`src/verilog/tms_defines.vh`:
```
`ifndef TMS_DEFINES_VH
`define TMS_DEFINES_VH
// ==========================================================
// character codes
`define TMS_CODE_ESC      7'h1B
`define TMS_CODE_SPACE    7'h20
`define TMS_CODE_DEL      7'h7F
`define TMS_CODE_SYM_ON   7'h46
`define TMS_CODE_SYM_OFF  7'h47
`define TMS_CODE_PLOT_ON  7'h31
`define TMS_CODE_PLOT_OFF 7'h32
`define TMS_CODE_LOWER_LO 7'h60
// ==========================================================
// mode encodings
`define TMS_MODE_TEXT   2'h0
`define TMS_MODE_SYMBOL 2'h1
`define TMS_MODE_PLOT   2'h2
// ==========================================================
// route encodings
`define TMS_ROUTE_TEXT    2'h0
`define TMS_ROUTE_SYMBOL  2'h1
`define TMS_ROUTE_PLOT    2'h2
`define TMS_ROUTE_CONTROL 2'h3
`endif

```
`src/verilog/tms_skid_buffer.v`:
```
`timescale 1ns/1ps
`default_nettype none
// ==========================================================
// two-entry buffer
module tms_skid_buffer #(
  parameter WIDTH = 16
) (
  input  wire             ref_clk,
  input  wire             rst_b,
  input  wire             inValid,
  output wire             inReady,
  input  wire [WIDTH-1:0] inData,
  output wire             outValid,
  input  wire             outReady,
  output wire [WIDTH-1:0] outData
);
  reg [WIDTH-1:0] mem_r [0:1];
  reg             wrPtr_r;
  reg             rdPtr_r;
  reg [1:0]       count_r;
  wire            doWr;
  wire            doRd;

  assign inReady  = (count_r != 2'h2);
  assign outValid = (count_r != 2'h0);
  assign outData  = mem_r[rdPtr_r];
  assign doWr     = inValid & inReady;
  assign doRd     = outValid & outReady;

  always @(posedge ref_clk or negedge rst_b) begin
    if (!rst_b) begin
      wrPtr_r  <= 1'b0;
      rdPtr_r  <= 1'b0;
      count_r  <= 2'h0;
      mem_r[0] <= {WIDTH{1'b0}};
      mem_r[1] <= {WIDTH{1'b0}};
    end else begin
      if (doWr) begin
        mem_r[wrPtr_r] <= inData;
        wrPtr_r        <= ~wrPtr_r;
      end
      if (doRd) begin
        rdPtr_r <= ~rdPtr_r;
      end
      if (doWr && !doRd) begin
        count_r <= count_r + 2'h1;
      end else if (doRd && !doWr) begin
        count_r <= count_r - 2'h1;
      end
    end
  end
endmodule // tms_skid_buffer
`default_nettype wire

```
`src/verilog/tms_terminal_mode_sequencer.v`:
```
// Overview of operation
// RULE1 - escape then F enters symbol mode; lowercase codes pick symbols
// RULE2 - control codes in symbol mode run and symbol mode is kept
// RULE3 - escape in symbol mode is temporary; afterwards symbol mode resumes
// RULE4 - escape then G in symbol mode switches to plain text mode
// RULE5 - escape then 1 from text or symbol enters plotting, origin recorded
// RULE6 - printable characters while plotting go to the plotting logic
// RULE7 - control codes while plotting run and plotting mode is kept
// RULE8 - escape while plotting is temporary; afterwards plotting resumes
// RULE9 - escape then 2 while plotting returns to the recorded mode
// RULE10 - only escape then 2 leaves plotting; F and G ignored there
// RULE11 - control functions never change the lasting mode
// RULE12 - restart forces plain text mode from any mode
// RULE13 - in escape state the single next character is examined
// RULE14 - undefined escape pairs are discarded, prior lasting mode kept (code forwards them on the control route with the escape flag set)
// RULE15 - reset clears recorded origin to text and any pending escape
// RULE16 - seven-bit codes; below space is control; escape starts a pair
`timescale 1ns/1ps
`default_nettype none
`include "tms_defines.vh"
module tms_terminal_mode_sequencer #(
  parameter CODE_W = 7
) (
  input  wire              ref_clk,
  input  wire              rst_b,
  input  wire              logicRestart,
  input  wire              rxValid,
  output wire              rxReady,
  input  wire [CODE_W-1:0] rxChar,
  output wire              outValid,
  input  wire              outReady,
  output wire [1:0]        outRoute,
  output wire [CODE_W-1:0] outChar,
  output wire              outEscSeq,
  output reg  [1:0]        modeState_r,
  output reg               escPending_r,
  output reg               plotFromSymbol_r,
  output reg               symbolSelect_r
);
  // ==========================================================
  // lasting modes
  localparam [1:0] ST_TEXT   = `TMS_MODE_TEXT;
  localparam [1:0] ST_SYMBOL = `TMS_MODE_SYMBOL;
  localparam [1:0] ST_PLOT   = `TMS_MODE_PLOT;

  // ==========================================================
  // classification
  wire              isEsc;
  wire              isCtrl;
  wire              isSymCode;
  wire              isSymOn;
  wire              isSymOff;
  wire              isPlotOn;
  wire              isPlotOff;
  wire              take;
  wire              bufReady;
  // buffer word: escape flag, route, code
  wire [CODE_W+2:0] bufIn;
  wire [CODE_W+2:0] bufOut;

  reg  [1:0]        route;
  reg               fwd;
  reg               fwdEsc;
  // next state
  reg  [1:0]        mode_nxt;
  reg               esc_nxt;
  reg               from_nxt;

  // escape pair outcome
  reg  [1:0]        pairMode;
  reg               pairFrom;
  reg               pairFwd;

  // route of a plain character
  reg  [1:0]        plainRoute;

  assign rxReady   = bufReady;
  assign take      = rxValid & bufReady;
  assign isEsc     = (rxChar == `TMS_CODE_ESC); // RULE16
  assign isCtrl    = (rxChar < `TMS_CODE_SPACE); // RULE16
  assign isSymCode = (rxChar >= `TMS_CODE_LOWER_LO) &&
                     (rxChar != `TMS_CODE_DEL);
  // pair codes
  assign isSymOn   = (rxChar == `TMS_CODE_SYM_ON);
  assign isSymOff  = (rxChar == `TMS_CODE_SYM_OFF);
  assign isPlotOn  = (rxChar == `TMS_CODE_PLOT_ON);
  assign isPlotOff = (rxChar == `TMS_CODE_PLOT_OFF);

  // ==========================================================
  // escape pair decode
  always @* begin
    pairMode = modeState_r;
    pairFrom = plotFromSymbol_r;
    pairFwd  = 1'b0;
    case (modeState_r)
      ST_TEXT: begin
        if (isSymOn) begin
          pairMode = ST_SYMBOL; // RULE1
        end else if (isPlotOn) begin
          pairMode = ST_PLOT; // RULE5
          pairFrom = 1'b0; // RULE5
        end else if (!isSymOff && !isPlotOff) begin
          pairFwd = 1'b1; // RULE14
        end
      end
      ST_SYMBOL: begin
        if (isSymOff) begin
          pairMode = ST_TEXT; // RULE4
        end else if (isPlotOn) begin
          pairMode = ST_PLOT; // RULE5
          pairFrom = 1'b1; // RULE5
        end else if (!isSymOn && !isPlotOff) begin
          pairFwd = 1'b1; // RULE3
        end
      end
      ST_PLOT: begin
        if (isPlotOff) begin
          pairMode = plotFromSymbol_r ? ST_SYMBOL : ST_TEXT; // RULE9
        end else if (isSymOn || isSymOff || isPlotOn) begin
          // F, G and 1 swallowed while plotting
          pairFwd = 1'b0; // RULE10
        end else begin
          pairFwd = 1'b1; // RULE8
        end
      end
      default: begin
        pairMode = ST_TEXT;
      end
    endcase
  end

  // ==========================================================
  // plain character routing
  always @* begin
    // control codes never change the mode
    if (isCtrl) begin
      plainRoute = `TMS_ROUTE_CONTROL; // RULE2 RULE7 RULE11
    end else begin
      case (modeState_r)
        ST_PLOT: begin
          plainRoute = `TMS_ROUTE_PLOT; // RULE6
        end
        ST_SYMBOL: begin
          plainRoute = isSymCode ? `TMS_ROUTE_SYMBOL
                                 : `TMS_ROUTE_TEXT; // RULE1
        end
        default: begin
          plainRoute = `TMS_ROUTE_TEXT;
        end
      endcase
    end
  end

  // ==========================================================
  // mode transitions
  always @* begin
    mode_nxt = modeState_r;
    esc_nxt  = escPending_r;
    from_nxt = plotFromSymbol_r;
    route    = `TMS_ROUTE_TEXT;
    fwd      = 1'b0;
    fwdEsc   = 1'b0;
    if (take) begin
      if (escPending_r) begin
        esc_nxt  = 1'b0; // RULE13
        route    = `TMS_ROUTE_CONTROL;
        mode_nxt = pairMode;
        from_nxt = pairFrom;
        fwd      = pairFwd; // RULE14
        fwdEsc   = pairFwd;
      end else if (isEsc) begin
        // escape itself is swallowed
        esc_nxt = 1'b1; // RULE3 RULE8
      end else begin
        route = plainRoute;
        fwd   = 1'b1;
      end
    end
    // restart wins over any character taken this cycle
    if (logicRestart) begin
      mode_nxt = ST_TEXT; // RULE12
      esc_nxt  = 1'b0; // RULE12
      from_nxt = 1'b0;
      fwd      = 1'b0;
      fwdEsc   = 1'b0;
    end
  end

  // ==========================================================
  // state registers
  always @(posedge ref_clk or negedge rst_b) begin
    if (!rst_b) begin
      modeState_r      <= `TMS_MODE_TEXT;
      escPending_r     <= 1'b0; // RULE15
      plotFromSymbol_r <= 1'b0; // RULE15
      symbolSelect_r   <= 1'b0;
    end else begin
      modeState_r      <= mode_nxt;
      escPending_r     <= esc_nxt;
      plotFromSymbol_r <= from_nxt;
      symbolSelect_r   <= (mode_nxt == `TMS_MODE_SYMBOL);
    end
  end

  // ==========================================================
  // output buffer
  assign bufIn                          = {fwdEsc, route, rxChar};
  assign {outEscSeq, outRoute, outChar} = bufOut;

  tms_skid_buffer #(
    .WIDTH (CODE_W + 3)
  ) uBuf (
    .ref_clk  (ref_clk),
    .rst_b    (rst_b),
    .inValid  (fwd),
    .inReady  (bufReady),
    .inData   (bufIn),
    .outValid (outValid),
    .outReady (outReady),
    .outData  (bufOut)
  );
endmodule // tms_terminal_mode_sequencer
`default_nettype wire

```
`config.mk`:
```
export PLATFORM = sky130hd
export DESIGN_NAME = tms_terminal_mode_sequencer
export DESIGN_NICKNAME = d
export VERILOG_FILES = /design/src/verilog/tms_skid_buffer.v /design/src/verilog/tms_terminal_mode_sequencer.v
export VERILOG_INCLUDE_DIRS = /design/src /design/src/verilog
export SDC_FILE = /design/constraint.sdc
export NUM_CORES = 1
export LEC_CHECK = 0
export ABC_CLOCK_PERIOD_IN_PS = 5100
export BUFFER_PORTS_ARGS = -buffer_cell sky130_fd_sc_hd__buf_2
export CORE_MARGIN = 5
export CORE_UTILIZATION = 54
export DETAILED_ROUTE_END_ITERATION = 12
export GPL_ROUTABILITY_DRIVEN = 0
export HOLD_SLACK_MARGIN = 0.03
export PLACE_DENSITY = 0.82
export SLEW_MARGIN = 40
export SYNTH_ARGS = -nofsm -noshare
export SYNTH_HDL_FRONTEND = slang
export SYNTH_HIERARCHICAL = 1
export SYNTH_SLANG_ARGS = --single-unit
export TNS_END_PERCENT = 1
```
`constraint.sdc`:
```
create_clock -name ref_clk -period 5.1 [get_ports ref_clk]
set_input_delay 0.255 -clock ref_clk [delete_from_list [all_inputs] [get_ports ref_clk]]
set_output_delay 0.255 -clock ref_clk [all_outputs]
set_load 0.01 [all_outputs]
```
==> results.json, run 1 <==
{
  "yosysTopAreaCell": "dfrtp_1",
  "final_antenna_net_count": 0,
  "crit_fanout": 10,
  "hold_violations": 0,
  "slew_viol_final": 0,
  "synthDistinctLibCells": 43,
  "post_drt_wl_per_cell_um": 15.9,
  "holdPathStages": 2,
  "clock_path_buffers": 2,
  "clkTransAtPathRegs_ns": 0.10,
  "dp_slack_ns": 2.53,
  "fmaxAchievable_ghz": 0.386,
  "vias": 1183,
  "ir_drop_mv": 0.270,
  "drtIter0Drc": 40,
  "whs_endpoint": "escPending_r$_DFFE_PN0N_",
  "max-slew-margin-rel_pct": 57.3,
  "max_cap_violations": 0,
  "reg2reg_depth": 7,
  "status": "completed",
  "syn_area_um2": 1710,
  "drc_errors": 0,
  "drive_above_1_share_pct": 42.4,
  "leakagePower_nw": 0.929,
  "port_buffers": 28,
  "worst-r2r-setup-slack_ns": 2.51,
  "die_area_um2": 4390,
  "cts-htree-levels": 2,
  "r2r_start": "modeState_r[0]$_DFF_PN0_",
  "critPathKind": "reg -> reg",
  "insertion_delay_ns": 0.34,
  "grt_max_degree": 30,
  "synth.avg_cell_area_um2": 12.4,
  "yosysSeqAreaShare_pct": 42.4,
  "endpoint_kind": "flop",
  "final_cell_mix": "29 x dfrtp_1, 28 x buf_2, 20 x mux2_4, 10 x mux2_2, 8 x nand2_1",
  "dp_cells": 207,
  "rows": 20,
  "area_delta_synth_final_pct": 15.4,
  "rsz0062_at_grt": "false",
  "min-delay-start": "logicRestart",
  "period_needed_ns": 2.59,
  "antenna_found_initial": 0,
  "tritoncts.num_buffers": 5,
  "drtPass1Iterations": 4,
  "tns_ns": 0,
  "hpwl_um": 2530,
  "layout_setup_ws_ns": 2.51,
  "hp-class": "in -> reg",
  "ys_seq_elements": 29,
  "power.density_nw_per_um2": 503,
  "stdcell_count": 216,
  "dieWidth_um": 66.3,
  "setup_viol": 0,
  "grt_overflow_total": 0,
  "clock_skew_ns": 0.0132,
  "core_um2": 3050,
  "cts_resized": 0,
  "ioPinCount": 29,
  "yosys_most_used_dff": "dfrtp_1",
  "wl_um": 3440,
  "grt_pass1_wl_um": 5740,
  "arrival_ns": 2.81,
  "mostFrequentLayoutCell": "dfrtp_1",
  "cp.required_ns": 5.32,
  "grt_pass1_vias": 1188,
  "synth_top_area_share_pct": 42.4,
  "synth_cells": 138,
  "fin_crit_sh_pct": 50.8,
  "synth_area_leaders": "dfrtp_1 42%, mux2_4 18%, mux2_2 6.6%, ha_1 4.4%, a21oi_1 2.0%",
  "cts_tree": "built",
  "clockRootBuffer": "clkbuf_4",
  "via_per_inst": 5.48,
  "syn-num-nets": 156,
  "synth_edf_count": 0,
  "die_height_um": 66.3,
  "ys_warn_count": 6,
  "grt_usage_pct": 17.5,
  "initial_core_util_pct": 56.0,
  "n_antenna_cell": 0,
  "fin_nets": 189,
  "r2r-end": "uBuf/mem_r[16]$_DFFE_PN0P_",
  "async_flop_share_pct": 100,
  "clock-sinks": 29,
  "cp-start-kind": "flop",
  "worstMarginPinSlew_ns": 0.640
}
## registers in the layout (all words and copies together), names as in the netlist
signal            count
uBuf/mem_r           20
modeState_r           2
uBuf/count_r          2
escPending_r          1
plotFromSymbol_r      1
symbolSelect_r        1
uBuf/rdPtr_r          1
uBuf/wrPtr_r          1
## cell type report
class                           instances  area, um^2
Clock buffer                            7        55.1
Clock inverter                          1        30.0
Fill cell                             245        1080
Inverter                                4        15.0
Multi-Input combinational cell        102         942
Sequential cell                        29         726
Tap cell                               44        55.1
Timing Repair Buffer                   29         150
## worst max-delay path by stage
stage / startpoint / to / slack, ns
after global routing: modeState_r[0]$_DFF_PN0_ / uBuf/mem_r[16]$_DFFE_PN0P_ / 2.34
after CTS: modeState_r[0]$_DFF_PN0_ / uBuf/mem_r[16]$_DFFE_PN0P_ / 2.51
after floorplan: modeState_r[0]$_DFF_PN0_ / uBuf/count_r[1]$_DFFE_PN0P_ / 2.95
final: modeState_r[0]$_DFF_PN0_ / uBuf/mem_r[16]$_DFFE_PN0P_ / 2.51
after global placement: modeState_r[0]$_DFF_PN0_ / uBuf/mem_r[10]$_DFFE_PN0P_ / 2.63
after detailed placement: modeState_r[0]$_DFF_PN0_ / uBuf/mem_r[16]$_DFFE_PN0P_ / 2.53
## critical path, stage by stage, from the launching register on
cell	delay, ns
dfrtp_1	0.44
inv_1	0.18
ha_1	0.25
nor3_1	0.07
or3_1	0.37
a21oi_1	0.23
and3b_1	0.60
mux2_4	0.35
## cell usage after synthesis (2+ instances only)
| library cell | n |
|---|---|
| o21ai_0 | 5 |
| o21a_1 | 3 |
| xor2_1 | 3 |
| nand2_1 | 8 |
| xnor2_1 | 3 |
| a21oi_1 | 7 |
| dfrtp_1 | 29 |
| mux2_2 | 10 |
| mux2_4 | 20 |
| nor3_1 | 4 |
| nor2_1 | 4 |
| ha_1 | 6 |
| inv_1 | 4 |
| and3b_1 | 2 |
| buf_6 | 2 |
## cell families after synthesis
logic type               count (synthesis)  synth area share [%]
AO/OA/AOI/OAI                           22                  7.97
XOR/XNOR                                 6                  3.07
adder cells (fa/ha/maj)                  6                  4.39
buffers and inverters                    7                  2.49
flip-flops                              29                  42.4
multiplexers                            31                  24.7
AND/OR/NAND/NOR                         37                  14.9
## timing repair
item / CTS / global route
hold buffers: 1 / 0
buffers inserted: 0 / 0
endpoints found under the hold margin: 29 / 0
## through the flow
| stage | area (um^2) | hold WS (ns) | power, mW | util [%] |
|---|---|---|---|---|
| 6_report | 1970 | 0.197 | 0.992 | 64.6 |
| 5_1_grt | 1970 | 0.182 | 1.05 | 64.6 |
| 4_1_cts | 1970 | 0.182 | 1.00 | 64.6 |
| 3_5_place_dp | 1880 | 0.314 | 0.800 | 61.5 |
| 3_3_place_gp | 1880 | 0.300 | 0.779 | 61.5 |
| 2_1_floorplan | 1710 | -0.0406 | 0.685 | - |
## routing by layer
metal | track usage, % | up-vias | wire, um
met5 | 0 | - | 0
met4 | 6.85 | 0 | 28
met3 | 4.76 | 4 | 213
met2 | 28.0 | 42 | 1680
met1 | 22.4 | 575 | 1510
li1 | - | 562 | -
## power breakdown
part           switching, mW  total (mW)  internal (mW)
Clock                 0.0815       0.199          0.117
Sequential            0.0777       0.398          0.320
Combinational          0.152       0.396          0.244
(Power assumes the default switching activity.)
==> run 2, diff against run 1 <==
--- a/config.mk
+++ b/config.mk
@@ -6,7 +6,8 @@
 export SDC_FILE = /design/constraint.sdc
 export NUM_CORES = 1
 export LEC_CHECK = 0
-export ABC_CLOCK_PERIOD_IN_PS = 5100
+export ABC_AREA = 1
+export ABC_CLOCK_PERIOD_IN_PS = 2620
 export BUFFER_PORTS_ARGS = -buffer_cell sky130_fd_sc_hd__buf_2
 export CORE_MARGIN = 5
 export CORE_UTILIZATION = 54
==> constraint.sdc (replaced) <==
create_clock -name ref_clk -period 2.62 [get_ports ref_clk]
set_input_delay 0.131 -clock ref_clk [delete_from_list [all_inputs] [get_ports ref_clk]]
set_output_delay 0.131 -clock ref_clk [all_outputs]
set_load 0.01 [all_outputs]
==> run 2 against run 1 <==
Net effect:
- via count is 34% higher
- wire length up 9.5%
- non-clock buffer count grew 2
- cell count is 48% higher
- setup slack got worse by 2.2 ns
- die area up 3.9%
- register-to-register slack worse by 2.2 ns
- critical path depth grew 8
- sequential share of layout area down 0.35 points
==> results.json, run 2 <==
{
  "status": "completed",
  "drtIter0Drc": 88,
  "synth_top_area_share_pct": 40.6,
  "slew_viol_final": 0,
  "synth.avg_cell_area_um2": 7.36,
  "synthDistinctLibCells": 27,
  "path_delay_family": "simple AND/OR/NAND/NOR gates",
  "endpoint_kind": "flop",
  "grt_max_degree": 30,
  "crit_fanout": 25,
  "synth_area_leaders": "dfrtp_1 41%, nand2_1 21%, nand4_1 8.0%, inv_1 4.8%, ha_1 4.2%",
  "power_mw": 1.71,
  "drive_above_1_share_pct": 19.4,
  "grt_overflow_total": 0,
  "largest_registers": "uBuf/mem_r (20), modeState_r (2), uBuf/count_r (2)",
  "ioPinCount": 29,
  "cpMaxStageDelayCell": "dfrtp_1",
  "yosys_most_used_dff": "dfrtp_1",
  "regMostFlops": "uBuf/mem_r",
  "layout_setup_ws_ns": 0.319,
  "clockRootBuffer": "clkbuf_4",
  "setup_viol": 0,
  "largest_register_ffs": 20,
  "worstMarginPinSlew_ns": 0.625,
  "antenna_found_initial": 0,
  "stdcell_count": 319,
  "cts-htree-levels": 2,
  "port_buffers": 28,
  "area_delta_synth_final_pct": 11.3,
  "synth_common_cells": "100 x nand2_1, 29 x dfrtp_1, 23 x inv_1, 23 x nand4_1, 15 x nor2_1",
  "cts_tree": "built",
  "swShare_pct": 43.7,
  "dp_slack_ns": 0.299,
  "comb_power_share_pct": 41.3,
  "ys_warn_count": 6,
  "initial_core_util_pct": 54.5,
  "p_sw_mw": 0.746,
  "path_buf_inv": 5,
  "dp_cells": 309,
  "fmaxAchievable_ghz": 0.435,
  "cp-start-kind": "flop",
  "clock_power_share_pct": 14.8,
  "drc_errors": 0,
  "fin_crit_sh_pct": 87.8,
  "via_per_inst": 4.99,
  "critPathKind": "reg -> reg",
  "die_height_um": 67.6,
  "max_cap_violations": 0,
  "period_needed_ns": 2.30,
  "grt_usage_pct": 19.1,
  "fin_nets": 290,
  "leakagePower_nw": 1.15,
  "mostFrequentLayoutCell": "nand2_1",
  "die_area_um2": 4560,
  "async_flop_share_pct": 100,
  "clock-sinks": 29,
  "drtPass1Iterations": 4,
  "tns_ns": 0,
  "worst_path_most_repeated_cell": "nand2_1",
  "clock_skew_ns": 0.00666,
  "synth_cells": 243,
  "cp.required_ns": 2.84,
  "power.density_nw_per_um2": 857,
  "clkTransAtPathRegs_ns": 0.09,
  "core_um2": 3280,
  "ys_seq_elements": 29,
  "synth_most_common_cell": "nand2_1",
  "rows": 21,
  "rsz0062_at_grt": "false",
  "arrival_ns": 2.52,
  "num-fill-cells": 319,
  "wl_um": 3760,
  "final_cell_mix": "100 x nand2_1, 29 x dfrtp_1, 28 x buf_2, 23 x inv_1, 23 x nand4_1",
  "intPower_mw": 0.960,
  "ir_drop_mv": 0.400,
  "slowest_delay_ns": 0.41,
  "crit_path_cell_trace": "inv_2, nand2_4, nand2_1, inv_1, nand2_1, inv_2, nor2_1, a211oi_2, nand2_1, inv_1, ha_1, inv_1, nand3_1, nand2_1, nand2_1",
  "hold_violations": 0,
  "grt_pass1_vias": 1440,
  "hp-class": "in -> reg",
  "power_frac_seq_pct": 43.9,
  "yosysSeqAreaShare_pct": 40.6,
  "post_drt_wl_per_cell_um": 11.8,
  "syn_area_um2": 1790,
  "vias": 1591,
  "yosysTopAreaCell": "dfrtp_1",
  "grt_pass1_wl_um": 6420,
  "dieWidth_um": 67.6,
  "tritoncts.num_buffers": 5,
  "n_antenna_cell": 0,
  "postCtsSetupBuffers": 0,
  "insertion_delay_ns": 0.33,
  "cts_resized": 0,
  "hpwl_um": 2820,
  "syn-num-nets": 261,
  "final_antenna_net_count": 0,
  "postCtsHoldBufs": 2,
  "max-slew-margin-rel_pct": 58.4,
  "clock_path_buffers": 2,
  "synth_edf_count": 0
}
-- run 2: worst paths after layout --
| path | start | endpoint | slack [ns] | cells past startpoint |
|---|---|---|---|---|
| setup / recovery | uBuf/count_r[0]$_DFFE_PN0P_ | uBuf/count_r[1]$_DFFE_PN0P_ | 0.32 | 15 |
| hold / removal | outReady | uBuf/rdPtr_r$_DFFE_PN0P_ | 0.04 | 3 |
| setup reg to reg | uBuf/count_r[0]$_DFFE_PN0P_ | uBuf/count_r[1]$_DFFE_PN0P_ | 0.32 | 15 |
| hold reg to reg | uBuf/mem_r[12]$_DFFE_PN0P_ | uBuf/mem_r[12]$_DFFE_PN0P_ | 0.48 | 2 |
| max in group asynchronous | rst_b | uBuf/mem_r[1]$_DFFE_PN0P_ | 1.86 | 2 |
| min in group asynchronous | rst_b | uBuf/mem_r[6]$_DFFE_PN0P_ | 0.35 | 2 |
-- run 2: power groups by stage --
stage,combinational [mW],clock [mW],sequential (mW)
after detailed placement,0.709,0,0.755
after CTS,0.715,0.264,0.746
final,0.705,0.253,0.749
after floorplan,0.604,0,0.693
after global routing,0.821,0.288,0.772
after global placement,0.690,0,0.748
-- run 2: tightest hold or removal path: stages --
cell and delay (ns):
buf_2 0.09, nand3_1 0.07, nand2_1 0.06
-- run 2: per-stage QoR --
stage / hold slack, ns / util (%) / area [um^2]
2_1_floorplan: -0.165 / - / 1790
3_3_place_gp: 0.185 / 58.5 / 1920
3_5_place_dp: 0.194 / 58.5 / 1920
4_1_cts: 0.0313 / 60.6 / 1990
5_1_grt: 0.0477 / 60.6 / 1990
6_report: 0.0417 / 60.6 / 1990
-- run 2: kinds of logic after synthesis --
logic type / Yosys count / synth area share (%)
simple gates: 162 / 41.5
buf+inv: 36 / 10.1
flops: 29 / 40.6
compound gates: 9 / 3.22
fa+ha+maj: 6 / 4.20
xor+xnor: 1 / 0.490
-- run 2: per-layer routing --
layer,up-vias,share of wire [%],global-route usage [%]
li1,845,-,-
met1,699,47,24.9
met2,41,46,29.9
met3,6,4.9,4.99
met4,0,1.6,8.10
met5,-,0,0
-- run 2: area by class of cell --
type / count / area (um^2) / share of cell area (%)
clock buffer: 6 / 41.3 / 2.07
clock inverter: 2 / 10.0 / 0.503
inverter: 27 / 101 / 5.09
multi-input combinational: 178 / 888 / 44.6
sequential: 29 / 726 / 36.4
tap: 46 / 57.6 / 2.89
timing repair buffer: 31 / 168 / 8.42
==> run 3, diff against run 2 <==
--- a/config.mk
+++ b/config.mk
@@ -10,11 +10,11 @@
 export ABC_CLOCK_PERIOD_IN_PS = 2620
 export BUFFER_PORTS_ARGS = -buffer_cell sky130_fd_sc_hd__buf_2
 export CORE_MARGIN = 5
-export CORE_UTILIZATION = 54
+export CORE_UTILIZATION = 30
 export DETAILED_ROUTE_END_ITERATION = 12
 export GPL_ROUTABILITY_DRIVEN = 0
 export HOLD_SLACK_MARGIN = 0.03
-export PLACE_DENSITY = 0.82
+export PLACE_DENSITY = 0.53
 export SLEW_MARGIN = 40
 export SYNTH_ARGS = -nofsm -noshare
 export SYNTH_HDL_FRONTEND = slang
==> run 3 against run 2 <==
Net effect:
- power rose by 6.5%
- cell count up 9.1%
- setup slack worse by 0.022 ns
- via count is 0.63% lower
- cell area grew 3.3%
- fmax fell by 0.96%
- critical endpoint unchanged
- hold slack improved by 0.021 ns
- clock-buffer cell count unchanged
- core utilization is 25 points lower
- sequential share of layout area is 1.2 points lower
==> results.json, run 3 (synthesized netlist as in run 2, its figures left out) <==
{
  "status": "completed",
  "vias": 1581,
  "regArea_um2": 726,
  "drtIter0Drc": 123,
  "post_drt_wl_per_cell_um": 12.3,
  "period_needed_ns": 2.32,
  "antenna_found_initial": 0,
  "cts_tree": "built",
  "arrival_ns": 2.49,
  "tritoncts.num_buffers": 5,
  "utilization_pct": 35.2,
  "crit_fanout": 25,
  "max_cap_violations": 0,
  "max-slew-margin-rel_pct": 55.8,
  "leakagePower_nw": 1.16,
  "cp.required_ns": 2.79,
  "port_buffers": 28,
  "clockRootBuffer": "clkbuf_8",
  "grt_pass1_vias": 1506,
  "setup_viol": 0,
  "tns_ns": 0,
  "core_um2": 5850,
  "final_cell_mix": "100 x nand2_1, 29 x dfrtp_1, 28 x buf_2, 23 x inv_1, 23 x nand4_1",
  "min-delay-start": "logicRestart",
  "final_antenna_net_count": 0,
  "critPathKind": "reg -> reg",
  "rows": 28,
  "drc_errors": 0,
  "multiInputGateArea_um2": 888,
  "die_height_um": 87.2,
  "insertion_delay_ns": 0.27,
  "clock-sinks": 29,
  "die_area_um2": 7610,
  "grt_pass1_wl_um": 7070,
  "power.density_nw_per_um2": 884,
  "r2r_start": "uBuf/count_r[0]$_DFFE_PN0P_",
  "slew_viol_final": 0,
  "drtPass1Iterations": 4,
  "grt_max_degree": 30,
  "ioPinCount": 29,
  "endpoint_kind": "flop",
  "fin_crit_sh_pct": 88.7,
  "startpoint": "uBuf/count_r[0]$_DFFE_PN0P_",
  "n_antenna_cell": 0,
  "cts-htree-levels": 2,
  "mostFrequentLayoutCell": "nand2_1",
  "clkTransAtPathRegs_ns": 0.06,
  "fin_nets": 290,
  "rsz0062_at_grt": "false",
  "largest_register_ffs": 20,
  "cts_resized": 0,
  "hpwl_um": 3180,
  "hold_violations": 0,
  "wl_um": 4260,
  "cp-start-kind": "flop",
  "clock_path_buffers": 2,
  "regMostFlops": "uBuf/mem_r",
  "grt_usage_pct": 12.0,
  "worstMarginPinSlew_ns": 0.664,
  "hp-class": "in -> reg",
  "ir_drop_mv": 0.254,
  "via_per_inst": 4.54,
  "postCtsSetupBuffers": 0,
  "grt_overflow_total": 0,
  "area_delta_synth_final_pct": 15.0,
  "fmaxAchievable_ghz": 0.430,
  "num-fill-cells": 627,
  "largest_registers": "uBuf/mem_r (20), modeState_r (2), uBuf/count_r (2)",
  "dieWidth_um": 87.2,
  "initial_core_util_pct": 30.6,
  "drive_above_1_share_pct": 19.8,
  "clock_skew_ns": 0.00575
}
## run 3: what timing repair did
item                                    4_1_cts  5_1_grt
hold buffers                                  1        0
endpoints found under the setup margin        0        0
hold endpoints to repair                     29        0
## run 3: per-stage QoR
step           instance area (um^2)  std cells  setup WS, ns  power (mW)  hold slack, ns
2_1_floorplan                  1790        243         0.141        1.30          -0.165
3_3_place_gp                   1960        339         0.296        1.48           0.212
3_5_place_dp                   1960        339         0.286        1.50           0.210
4_1_cts                        2060        348         0.260        1.85          0.0619
5_1_grt                        2060        348        0.0325        1.99          0.0750
6_report                       2060        348         0.297        1.82          0.0628
## run 3: power by group
part           leakage (nW)  internal, mW  switching, mW  total, mW
Sequential            0.375         0.607          0.118      0.725
Clock                0.0450         0.183          0.161      0.344
Combinational         0.742         0.262          0.486      0.748
Total                  1.16          1.05          0.765       1.82
## run 3: worst max-delay path, stage by stage, from the launching register on
cell	delay, ns
dfrtp_1	0.41
inv_2	0.10
nand2_4	0.16
nand2_1	0.14
inv_1	0.06
nand2_1	0.18
inv_2	0.09
nor2_1	0.29
a211oi_2	0.07
nand2_1	0.10
inv_1	0.05
ha_1	0.31
inv_1	0.08
nand3_1	0.07
nand2_1	0.05
nand2_1	0.05
## run 3: path summary, 6_finish.rpt
kind	depth (start not counted)	slack (ns)	end
worst max-delay path	15	0.30	uBuf/count_r[1]$_DFFE_PN0P_
worst min-delay path	2	0.06	escPending_r$_DFFE_PN0N_
worst max register to register	15	0.30	uBuf/count_r[1]$_DFFE_PN0P_
worst min register to register	2	0.47	uBuf/mem_r[18]$_DFFE_PN0P_
max in group asynchronous	2	1.76	uBuf/mem_r[5]$_DFFE_PN0P_
min in group asynchronous	2	0.42	uBuf/count_r[1]$_DFFE_PN0P_
## run 3: layout make-up
class                   instances  share of cell area [%]
flip-flops and latches         29                    35.3
inverters                      27                    4.93
clock inverters                 2                   0.487
well taps                      75                    4.56
multi-input cells             178                    43.2
clock buffers                   6                    3.53
repair buffers                 31                    8.03
## run 3: layer usage
layer	wire length [um]	GRT usage [%]	up-vias
met4	52	4.60	0
met1	2110	16.4	698
li1	-	-	843
met2	1870	18.4	35
met5	0	0	-
met3	227	2.65	5
